--- config.mk ---
export PLATFORM = sky130hd
export DESIGN_NAME = output_formatter
export DESIGN_NICKNAME = d
export VERILOG_FILES = /design/src/hdl/fmt_pkg.sv /design/src/hdl/word_if.sv /design/src/hdl/ser_lane.sv /design/src/hdl/sync_pin.sv /design/src/hdl/output_formatter.sv
export VERILOG_INCLUDE_DIRS = /design/src /design/src/hdl
export SDC_FILE = /design/constraint.sdc
export NUM_CORES = 2
export LEC_CHECK = 0
export BUFFER_PORTS_ARGS = -buffer_cell sky130_fd_sc_hd__buf_2
export CORE_MARGIN = 2
export CORE_UTILIZATION = 40
export DETAILED_ROUTE_END_ITERATION = 8
export SLEW_MARGIN = 20
export SYNTH_ARGS = -nofsm -noshare
export SYNTH_HDL_FRONTEND = slang
export SYNTH_SLANG_ARGS = --single-unit
--- constraint.sdc ---
create_clock -name clk -period 19.4 [get_ports clk]
set_input_delay 1.94 -clock clk [delete_from_list [all_inputs] [get_ports clk]]
set_output_delay 1.94 -clock clk [all_outputs]
set_load 0.05 [all_outputs]
--- src/hdl/fmt_defs.svh ---
// offsets, field positions, reset values and counts of the formatter
`ifndef FMT_DEFS_SVH
`define FMT_DEFS_SVH
`define IDX_TRAINING 8'h4e
`define IDX_CHAN_DIS 8'h50
`define IDX_PIN1_SEL 8'h6c
`define IDX_PIN2_SEL 8'h6d
`define IDX_CONFIG 8'h70
`define IDX_ROWS 8'h71
`define IDX_STATUS 8'h72
`define RST_TRAINING 12'h3a6
`define RST_CHAN_DIS 24'h000000
`define RST_PIN_SEL 8'h00
`define RST_CONFIG 3'h0
`define RST_ROWS 12'h800
`define CFG_WL12_BIT 2
`define BURST_LAST 7'h7f
`define WL10_LAST 4'h9
`define WL12_LAST 4'hb
`define MASK10 12'h3ff
`define MASK12 12'hfff
`define CW_FIXED_HI 4'h2
`define CW_IDLE 12'h200
`define SEL_INTEG1 8'h00
`define SEL_INTEG2 8'h01
`define SEL_PIXVALID 8'h02
`define SEL_ROWVALID 8'h03
`define SEL_FRAMEVALID 8'h04
`define RESP_OKAY 2'b00
`define RESP_SLVERR 2'b10
`endif

--- src/hdl/fmt_pkg.sv ---
// types shared by the output formatter modules
package fmt_pkg;
	// sequencer states, gray along idle-row-burst-slot
	typedef enum logic [1:0] {
		ST_IDLE = 2'b00,
		ST_ROWOH = 2'b01,
		ST_BURST = 2'b11,
		ST_SLOTOH = 2'b10
	} seq_state_t;
	// number of active data outputs
	typedef enum logic [1:0] {
		MODE16 = 2'b00,
		MODE8 = 2'b01,
		MODE4 = 2'b10,
		MODE2 = 2'b11
	} chan_mode_t;
endpackage

--- src/hdl/word_if.sv ---
// word handed from the formatter to one serial lane
`timescale 1ns/1ps
`default_nettype none
interface word_if;
	logic [11:0] word;
	logic load;
	modport src (output word, output load);
	modport snk (input word, input load);
endinterface
`default_nettype wire

--- src/hdl/ser_lane.sv ---
// shift register sending one word per pixel, least significant bit first
`timescale 1ns/1ps
`default_nettype none
module ser_lane (
	input wire logic clk,
	input wire logic rst,
	word_if.snk wi,
	output logic bitOut
);
	logic [11:0] shift_r;

	// load on the pixel enable, else shift down one bit per clock
	always_ff @(posedge clk or posedge rst)
	begin
		if (rst)
			shift_r <= 12'h000;
		else if (wi.load)
			shift_r <= wi.word;
		else
			shift_r <= {1'b0, shift_r[11:1]};
	end
	assign bitOut = shift_r[0];
endmodule
`default_nettype wire

--- src/hdl/sync_pin.sv ---
// three-stage synchroniser for a pin from outside the clock domain
`timescale 1ns/1ps
`default_nettype none
module sync_pin (
	input wire logic clk,
	input wire logic rst,
	input wire logic pin,
	output logic level
);
	logic s1_r;
	logic s2_r;
	logic s3_r;
	logic level_r;

	// a change counts once stages two and three agree
	always_ff @(posedge clk or posedge rst)
	begin
		if (rst)
		begin
			s1_r <= 1'b0;
			s2_r <= 1'b0;
			s3_r <= 1'b0;
			level_r <= 1'b0;
		end
		else
		begin
			s1_r <= pin;
			s2_r <= s1_r;
			s3_r <= s2_r;
			if (s2_r == s3_r)
				level_r <= s3_r;
		end
	end
	assign level = level_r;
endmodule
`default_nettype wire

--- src/hdl/output_formatter.sv ---
// sensor output formatter: sequencer, lane mapping, control word, registers
`timescale 1ns/1ps
`default_nettype none
`include "fmt_defs.svh"
module output_formatter (
	input wire logic clk,
	input wire logic rst,
	input wire logic frameReqPin,
	input wire logic inteBlk1,
	input wire logic inteBlk2,
	input wire logic fotActive,
	input wire logic [11:0] pixelIn [16],
	output logic pixelTake,
	output logic [15:0] dataLane,
	output logic ctrlLane,
	output logic serialOutputClock,
	output logic testPinOne,
	output logic testPinTwo,
	input wire logic [11:0] awaddr,
	input wire logic awvalid,
	output logic awready,
	input wire logic [31:0] wdata,
	input wire logic [3:0] wstrb,
	input wire logic wvalid,
	output logic wready,
	output logic [1:0] bresp,
	output logic bvalid,
	input wire logic bready,
	input wire logic [11:0] araddr,
	input wire logic arvalid,
	output logic arready,
	output logic [31:0] rdata,
	output logic [1:0] rresp,
	output logic rvalid,
	input wire logic rready
);
	fmt_pkg::seq_state_t state_r;
	fmt_pkg::seq_state_t stNxt;
	fmt_pkg::chan_mode_t modeAct_r;
	fmt_pkg::chan_mode_t modeEff;
	logic [11:0] trainWord_r;
	logic [23:0] chanDis_r;
	logic [7:0] pin1Sel_r;
	logic [7:0] pin2Sel_r;
	logic [2:0] cfg_r;
	logic [11:0] rows_r;
	logic wl12Act_r;
	logic [3:0] wlCnt_r;
	logic [6:0] pixCnt_r;
	logic [6:0] pixNxt;
	logic [2:0] burstCnt_r;
	logic [2:0] burstNxt;
	logic [11:0] rowCnt_r;
	logic [11:0] rowNxt;
	logic [11:0] ctrlWord_r;
	logic [11:0] laneWord_r [16];
	logic [11:0] laneNext [16];
	logic serial_output_clock_r;
	logic take_r;
	logic pin1_r;
	logic pin2_r;
	logic reqPend_r;
	logic reqLevel;
	logic reqPrev_r;

	// byte-lane merge of a bus write into a register
	function automatic logic [31:0] strbMerge(input logic [31:0] old,
		input logic [31:0] nw, input logic [3:0] strb);
		logic [31:0] m;
		m = old;
		for (int b = 0; b < 4; b++)
			if (strb[b])
				m[8*b +: 8] = nw[8*b +: 8];
		return m;
	endfunction

	// lane whose data an output repeats in a reduced mode
	function automatic logic [3:0] srcLane(input logic [3:0] idx,
		input fmt_pkg::chan_mode_t m);
		return idx & ~((4'h1 << m) - 4'h1);
	endfunction

	// control word bit shown on a test pin
	function automatic logic pickStatus(input logic [7:0] sel,
		input logic [11:0] cw);
		case (sel)
			`SEL_INTEG1: return cw[6];
			`SEL_INTEG2: return cw[7];
			`SEL_PIXVALID: return cw[0];
			`SEL_ROWVALID: return cw[1];
			`SEL_FRAMEVALID: return cw[2];
			default: return 1'b0;
		endcase
	endfunction

	// frame request pin crossing and edge capture
	sync_pin uReq (
		.clk(clk),
		.rst(rst),
		.pin(frameReqPin),
		.level(reqLevel)
	);

	// pixel enable divider: one pixel per word length of clocks
	wire wl12Cfg = cfg_r[`CFG_WL12_BIT];
	wire [3:0] wlLast = wl12Act_r ? `WL12_LAST : `WL10_LAST;
	wire pixEn = (wlCnt_r == wlLast);
	wire [3:0] wlCntNxt = pixEn ? 4'h0 : wlCnt_r + 4'h1;
	wire idle = (state_r == fmt_pkg::ST_IDLE);
	wire reqEdge = reqLevel & ~reqPrev_r & idle;
	wire startNow = pixEn & idle & reqPend_r;

	// 12-bit conversion caps the output count at four
	wire [1:0] modeCfg = cfg_r[1:0];
	assign modeEff = (wl12Cfg && modeCfg < 2'b10) ?
		fmt_pkg::MODE4 : fmt_pkg::chan_mode_t'(modeCfg);

	// burst and row bookkeeping, bursts per row follow the mode
	wire [2:0] burstLast = 3'((4'h1 << modeAct_r) - 4'h1);
	wire lastBurst = (burstCnt_r == burstLast);
	wire lastRow = (rowCnt_r == rows_r - 12'h001);
	wire burstEnd = (pixCnt_r == `BURST_LAST);

	// sequencer next state, evaluated once per pixel
	always_comb
	begin
		stNxt = state_r;
		pixNxt = pixCnt_r;
		burstNxt = burstCnt_r;
		rowNxt = rowCnt_r;
		case (state_r)
			fmt_pkg::ST_IDLE:
				if (reqPend_r)
				begin
					stNxt = fmt_pkg::ST_ROWOH;
					rowNxt = 12'h000;
					burstNxt = 3'h0;
				end
			fmt_pkg::ST_ROWOH, fmt_pkg::ST_SLOTOH:
			begin
				stNxt = fmt_pkg::ST_BURST;
				pixNxt = 7'h00;
			end
			fmt_pkg::ST_BURST:
				if (!burstEnd)
					pixNxt = pixCnt_r + 7'h01;
				else if (!lastBurst)
				begin
					stNxt = fmt_pkg::ST_SLOTOH;
					burstNxt = burstCnt_r + 3'h1;
				end
				else if (lastRow)
					stNxt = fmt_pkg::ST_IDLE;
				else
				begin
					stNxt = fmt_pkg::ST_ROWOH;
					burstNxt = 3'h0;
					rowNxt = rowCnt_r + 12'h001;
				end
			default: stNxt = fmt_pkg::ST_IDLE;
		endcase
	end

	// control word of the current pixel slot
	wire pixValidN = (state_r == fmt_pkg::ST_BURST);
	wire rowValidN = pixValidN | (state_r == fmt_pkg::ST_SLOTOH);
	wire frameValidN = ~idle;
	wire rowOhN = (state_r == fmt_pkg::ST_ROWOH);
	wire slotOhN = rowOhN | (state_r == fmt_pkg::ST_SLOTOH);
	wire integ1N = inteBlk1 & ~fotActive;
	wire integ2N = inteBlk2 & ~fotActive;
	wire [11:0] ctrlNext = {`CW_FIXED_HI, integ2N, integ1N, fotActive,
		rowOhN, slotOhN, frameValidN, rowValidN, pixValidN};
	wire [11:0] wlMask = wl12Act_r ? `MASK12 : `MASK10;
	wire [11:0] trainMasked = trainWord_r & wlMask;

	// per-lane data: pixel, training word or powered-down zero
	for (genvar i = 0; i < 16; i++)
	begin : gLane
		word_if lw ();
		wire [3:0] src = srcLane(4'(i), modeAct_r);
		assign laneNext[i] = chanDis_r[i] ? 12'h000 :
			(pixValidN ? pixelIn[src] : trainWord_r) & wlMask;
		assign lw.word = laneWord_r[i];
		assign lw.load = pixEn;
		ser_lane uSer (
			.clk(clk),
			.rst(rst),
			.wi(lw),
			.bitOut(dataLane[i])
		);
	end

	// control lane carries status only, never training
	word_if cw ();
	assign cw.word = ctrlWord_r;
	assign cw.load = pixEn;
	ser_lane uCtrl (
		.clk(clk),
		.rst(rst),
		.wi(cw),
		.bitOut(ctrlLane)
	);

	// divider, frame request and sequencer registers
	always_ff @(posedge clk or posedge rst)
	begin
		if (rst)
		begin
			wlCnt_r <= 4'h0;
			serial_output_clock_r <= 1'b1;
			reqPrev_r <= 1'b0;
			reqPend_r <= 1'b0;
			state_r <= fmt_pkg::ST_IDLE;
			pixCnt_r <= 7'h00;
			burstCnt_r <= 3'h0;
			rowCnt_r <= 12'h000;
			modeAct_r <= fmt_pkg::MODE16;
			wl12Act_r <= 1'b0;
		end
		else
		begin
			wlCnt_r <= wlCntNxt;
			serial_output_clock_r <= ~wlCntNxt[0];
			reqPrev_r <= reqLevel;
			reqPend_r <= reqEdge | (reqPend_r & ~startNow);
			if (pixEn)
			begin
				state_r <= stNxt;
				pixCnt_r <= pixNxt;
				burstCnt_r <= burstNxt;
				rowCnt_r <= rowNxt;
			end
			if (pixEn && idle)
			begin
				modeAct_r <= modeEff;
				wl12Act_r <= wl12Cfg;
			end
		end
	end

	// words loaded into the lanes and test pins, once per pixel
	always_ff @(posedge clk or posedge rst)
	begin
		if (rst)
		begin
			ctrlWord_r <= `CW_IDLE;
			laneWord_r <= '{default: 12'h000};
			take_r <= 1'b0;
			pin1_r <= 1'b0;
			pin2_r <= 1'b0;
		end
		else
		begin
			take_r <= pixEn & pixValidN;
			if (pixEn)
			begin
				ctrlWord_r <= ctrlNext;
				laneWord_r <= laneNext;
				pin1_r <= pickStatus(pin1Sel_r, ctrlNext);
				pin2_r <= pickStatus(pin2Sel_r, ctrlNext);
			end
		end
	end
	assign pixelTake = take_r;
	assign serialOutputClock = serial_output_clock_r;
	assign testPinOne = pin1_r;
	assign testPinTwo = pin2_r;

	// bus slave: address and data taken in either order
	logic awHeld_r;
	logic wHeld_r;
	logic [11:0] wAddr_r;
	logic [31:0] wData_r;
	logic [3:0] wStrb_r;
	logic awready_r;
	logic wready_r;
	logic bvalid_r;
	logic [1:0] bresp_r;
	logic arready_r;
	logic rvalid_r;
	logic [31:0] rdata_r;
	logic [1:0] rresp_r;
	wire awTake = awvalid & awready_r;
	wire wTake = wvalid & wready_r;
	wire doWrite = awHeld_r & wHeld_r & ~bvalid_r;
	wire bvalidN = doWrite | (bvalid_r & ~bready);
	wire awHeldN = (awHeld_r | awTake) & ~doWrite;
	wire wHeldN = (wHeld_r | wTake) & ~doWrite;
	wire arTake = arvalid & arready_r;
	wire rvalidN = arTake | (rvalid_r & ~rready);
	wire [7:0] wIdx = wAddr_r[9:2];
	wire wHi = (wAddr_r[11:10] == 2'b00);
	wire [31:0] wOld;
	wire [31:0] wNew = strbMerge(wOld, wData_r, wStrb_r);
	wire wMapped = wHi & (wIdx == `IDX_TRAINING || wIdx == `IDX_CHAN_DIS ||
		wIdx == `IDX_PIN1_SEL || wIdx == `IDX_PIN2_SEL ||
		wIdx == `IDX_CONFIG || wIdx == `IDX_ROWS);
	assign wOld = (wIdx == `IDX_TRAINING) ? {20'h0, trainWord_r} :
		(wIdx == `IDX_CHAN_DIS) ? {8'h0, chanDis_r} :
		(wIdx == `IDX_PIN1_SEL) ? {24'h0, pin1Sel_r} :
		(wIdx == `IDX_PIN2_SEL) ? {24'h0, pin2Sel_r} :
		(wIdx == `IDX_CONFIG) ? {29'h0, cfg_r} : {20'h0, rows_r};
	wire [7:0] rIdx = araddr[9:2];
	wire rHi = (araddr[11:10] == 2'b00);
	wire [31:0] statusWord = {15'h0, wl12Act_r, modeAct_r, rowCnt_r,
		state_r};
	wire rMapped = rHi & (rIdx == `IDX_TRAINING || rIdx == `IDX_CHAN_DIS ||
		rIdx == `IDX_PIN1_SEL || rIdx == `IDX_PIN2_SEL ||
		rIdx == `IDX_CONFIG || rIdx == `IDX_ROWS || rIdx == `IDX_STATUS);
	wire [31:0] rMux = !rMapped ? 32'h0 :
		(rIdx == `IDX_TRAINING) ? {20'h0, trainWord_r} :
		(rIdx == `IDX_CHAN_DIS) ? {8'h0, chanDis_r} :
		(rIdx == `IDX_PIN1_SEL) ? {24'h0, pin1Sel_r} :
		(rIdx == `IDX_PIN2_SEL) ? {24'h0, pin2Sel_r} :
		(rIdx == `IDX_CONFIG) ? {29'h0, cfg_r} :
		(rIdx == `IDX_ROWS) ? {20'h0, rows_r} : statusWord;

	// bus handshake registers
	always_ff @(posedge clk or posedge rst)
	begin
		if (rst)
		begin
			awHeld_r <= 1'b0;
			wHeld_r <= 1'b0;
			wAddr_r <= 12'h000;
			wData_r <= 32'h0;
			wStrb_r <= 4'h0;
			awready_r <= 1'b0;
			wready_r <= 1'b0;
			bvalid_r <= 1'b0;
			bresp_r <= `RESP_OKAY;
			arready_r <= 1'b0;
			rvalid_r <= 1'b0;
			rdata_r <= 32'h0;
			rresp_r <= `RESP_OKAY;
		end
		else
		begin
			awHeld_r <= awHeldN;
			wHeld_r <= wHeldN;
			if (awTake)
				wAddr_r <= awaddr;
			if (wTake)
			begin
				wData_r <= wdata;
				wStrb_r <= wstrb;
			end
			awready_r <= ~awHeldN & ~bvalidN;
			wready_r <= ~wHeldN & ~bvalidN;
			bvalid_r <= bvalidN;
			if (doWrite)
				bresp_r <= wMapped ? `RESP_OKAY : `RESP_SLVERR;
			arready_r <= ~rvalidN;
			rvalid_r <= rvalidN;
			if (arTake)
			begin
				rdata_r <= rMux;
				rresp_r <= rMapped ? `RESP_OKAY : `RESP_SLVERR;
			end
		end
	end

	// software registers steering the formatter
	always_ff @(posedge clk or posedge rst)
	begin
		if (rst)
		begin
			trainWord_r <= `RST_TRAINING;
			chanDis_r <= `RST_CHAN_DIS;
			pin1Sel_r <= `RST_PIN_SEL;
			pin2Sel_r <= `RST_PIN_SEL;
			cfg_r <= `RST_CONFIG;
			rows_r <= `RST_ROWS;
		end
		else if (doWrite && wHi)
		begin
			if (wIdx == `IDX_TRAINING)
				trainWord_r <= wNew[11:0];
			if (wIdx == `IDX_CHAN_DIS)
				chanDis_r <= wNew[23:0];
			if (wIdx == `IDX_PIN1_SEL)
				pin1Sel_r <= wNew[7:0];
			if (wIdx == `IDX_PIN2_SEL)
				pin2Sel_r <= wNew[7:0];
			if (wIdx == `IDX_CONFIG)
				cfg_r <= wNew[2:0];
			if (wIdx == `IDX_ROWS)
				rows_r <= wNew[11:0];
		end
	end
	assign awready = awready_r;
	assign wready = wready_r;
	assign bvalid = bvalid_r;
	assign bresp = bresp_r;
	assign arready = arready_r;
	assign rvalid = rvalid_r;
	assign rdata = rdata_r;
	assign rresp = rresp_r;
endmodule
`default_nettype wire

==> run summary <==
* **gate count of the mapped netlist** 2975
* **unrepaired setup endpoints after global routing** no
* **initial antenna violation count** 5
* **final number of setup-violating endpoints** 0
* **adder-cell share of the synthesized area** 0.447%
* **part of the Yosys area used for sequential elements** 53.0%
* **Clock Skews** 0.0300 ns
* **post-CTS sizing** 0
* **post-synthesis share of cell area spent on and, or, nand and nor gates** 18.9%
* **final worst-path cycle share** 23.4%
* **WL/cell** 22.6 um
* **flip-flop and latch count after synthesis** 580
* **DRC errors left** 0
* **top cell types by occurrence after synthesis** 912 x nand2_1, 572 x dfrtp_1, 192 x clkbuf_1
* **Layout area overhead** 15.4%
* **XOR/XNOR Fraction of Synth Area** 0.575%
* **wire length of the first global-routing pass** 140000 um
* **share of the core filled with cells** 46.8%
* **largest vdd supply drop** 0.0000969 V
* **outcome** complete, no violations
* **CP startpoint kind** input port
* **slew at the pin closest to its max-slew limit** 1.12 ns
* **Post-CTS Setup Bufs** 0
* **Final WS setup** 14.86 ns
* **worst setup path class** input port to async pin
* **pin count of the biggest net entering global routing** 231
* **post-synthesis cell type with the largest combined area** dfrtp_1
* **share of flip-flops with an asynchronous set or reset after synthesis** 100%
* **Cell variety after synth** 67
* **Final Hold Violating Endpoints** 0
* **area of the core region** 0.0675 mm2
* **total I/O pin count** 325
* **count of hold-fix buffers inserted at cts** 0
* **most prevalent standard cell on the critical path** buf_4
* **leakage power summed over all cells** 15.5 nW
* **worst hold start** uReq.s1_r
* **buffer type at the clock tree root** clkbuf_16
* **vertical die dimension** 266 um
* **worst hold path depth** 0
* **H-tree levels** 3
* **critical-path cell with the highest stage delay** buf_4
* **Initial DRT Pass Iterations** 5
* **horizontal die dimension** 266 um
* **Detail Placement HPWL** 62400 um
* **Power per Cell Area** 139 mW/mm2
* **Final Max Tran Viols** 0
* **Worst Setup Slack post-DPL** 14.04 ns
* **beginning of the worst register-to-register path** state_r[1]
* **post-layout minimum cycle time** 4.54 ns
* **category of the worst setup path capture point** async pin
* **via count** 22948
* **global placement routability congestion** 0.892
* **depth of the worst register-to-register path** 6
* **number of violations reported at the end of detailed-routing iteration 0** 2187
* **destination of the worst hold path** uReq.s2_r
* **total negative setup slack** 0 ns
* **detail-routed via count per cell** 5.65
* **net total in the final layout** 3406
* **critical path required time** 20.05 ns
* **count of input and output buffers** 301
* **Skew-Pair Late Insertion Delay** 0.62 ns
* **placed cell area** 0.0293 mm2
* **ratio of cells with drive above 1 in the final layout** 16.9%
* **library cell with the highest instance count after synthesis** nand2_1
* **number of synthesized flops with an enable pin** 0
* **leading cell types by total area after synthesis** dfrtp_1 52%, nand2_1 12%, a21oi_1 3.3%
* **TritonCTS Sinks** 580
* **clock-pin transition on the worst setup and hold timing paths** 0.06 ns
* **chain of cells forming the critical path** buf_2 -> inv_8 -> buf_4 -> buf_4 -> buf_4
* **max_slew headroom** 25.4%
* **GRT Util Overall** 25.9%
* **worst hold slack** 0.348 ns
* **min-delay worst type** flop to flop
* **number of warnings issued by yosys** 0
* **TritonCTS clock tree** yes
* **Post-Syn Area** 0.0274 mm2
* **dominant combinational cell family by area after synthesis** simple AND/OR/NAND/NOR gates
* **delay of the slowest cell on the worst path** 0.85 ns
* **final instance area** 0.0316 mm2
* **Num CTS Buffers** 67
* **Total Routed Length** 91800 um
* **share of the synthesized area in compound gates (AO/OA/AOI/OAI)** 17.7%
* **clk buf depth** 3
* **r2r endpoint** gLane[2].lw.word[6]
* **row count** 95
* **proportion of netlist area held by the largest area contributor** 52.2%
* **prevailing post-synth register cell** dfrtp_1
* **number of nets still failing antenna checks after routing** 0
* **fraction of synthesized area in multiplexers** 5.17%
* **Max Clock Freq** 220 MHz
* **area enclosed by the die boundary** 0.0706 mm2
* **worst setup slack for register-to-register paths** 15.59 ns
* **max_cap viols** 0
* **initial core utilization** 40.6%
* **number of global-route vias before repair** 22721
* **GR Overflow Total** 0
* **Critical Path Fanout Max** 114
* **critical path data arrival time** 5.19 ns
* **average footprint of a synthesized cell** 9.21 um2
[registers in the layout, summed over array words and instances, names as in the netlist, 4 cells and up]
name	cells
rdata	24
pin2Sel_r	8
ctrlWord_r	8
wAddr_r	10
gLane.uSer.shift_r	192
rows_r	12
pixCnt_r	7
wlCnt_r	4
wData_r	24
chanDis_r	24
gLane.lw.word	192
pin1Sel_r	8
trainWord_r	12
rowCnt_r	12
uCtrl.shift_r	10
[report_power, final]
group	total [mW]	switching [mW]	internal [mW]
clock	1.32	0.523	0.802
combinational	1.38	0.965	0.418
sequential	1.70	0.199	1.50
total	4.40	1.69	2.72
[per-stage QoR]
stage,total power [mW],std cells
final,4.40,4063
after global routing,4.65,4061
after CTS,4.42,4059
after detailed placement,3.09,3938
after global placement,3.04,3938
after floorplan,2.68,2984
[how the worst max path moves through the flow]
stage	depth (start not counted)	slack [ns]	startpoint	end
floorplan	1	1.25	rst	arready
finish	5	14.86	rst	gLane[1].lw.word[6]
global placement	5	14.16	rst	gLane[0].lw.word[8]
global route	5	14.27	rst	gLane[1].lw.word[6]
CTS	5	14.68	rst	gLane[1].uSer.shift_r[6]
detailed placement	5	14.04	rst	gLane[0].lw.word[8]
[cell type report]
| type | count | area (um2) |
|---|---|---|
| Antenna cell | 4 | 10.0 |
| Clock buffer | 95 | 1920 |
| Clock inverter | 26 | 372 |
| Fill cell | 6495 | 35900 |
| Inverter | 19 | 83.8 |
| Multi-Input combinational cell | 2128 | 11800 |
| Sequential cell | 580 | 14500 |
| Tap cell | 873 | 1090 |
| Timing Repair Buffer | 338 | 1830 |
[placed cells by master (no fill, tap or decap), types with 9 or more instances in the layout]
cell / netlist / routed
nand2_1: 912 / 912
dfrtp_1: 572 / 570
buf_2: 3 / 301
a21oi_1: 178 / 178
o21ai_0: 174 / 173
nor2_1: 106 / 105
o31ai_1: 71 / 71
clkbuf_16: 0 / 69
nor2b_1: 68 / 68
mux2_2: 67 / 67
mux2i_1: 64 / 64
a21o_1: 49 / 49
a211oi_1: 47 / 47
a211o_1: 45 / 45
a311o_1: 44 / 44
buf_4: 27 / 33
nor3_1: 33 / 32
and2_1: 32 / 32
a22o_1: 23 / 23
a2111oi_0: 23 / 23
and3_1: 22 / 22
a31oi_1: 17 / 17
inv_1: 18 / 16
clkbuf_1: 192 / 16
xnor2_1: 13 / 13
nand3_1: 12 / 12
o211ai_1: 12 / 12
clkinv_2: 0 / 11
conb_1: 1 / 10
clkbuf_8: 0 / 10
nand4_1: 9 / 9
[critical path: cells and delay by family]
family   cells  cell delay (ns)
buf+inv      5             3.07
[logic make-up after synthesis]
kind of cell / after synthesis
flops: 580
compound gates: 724
fa+ha+maj: 10
other cells: 1
mux: 132
xor+xnor: 18
buf+inv: 276
simple gates: 1234
[metal layers]
layer	wire, um	track usage [%]	part of all wire [%]
met1	38100	33.8	41
met3	6090	4.62	6.6
met4	3240	9.76	3.5
met5	19	0	0.021
met2	44300	43.1	48
(Power assumes the default switching activity.)
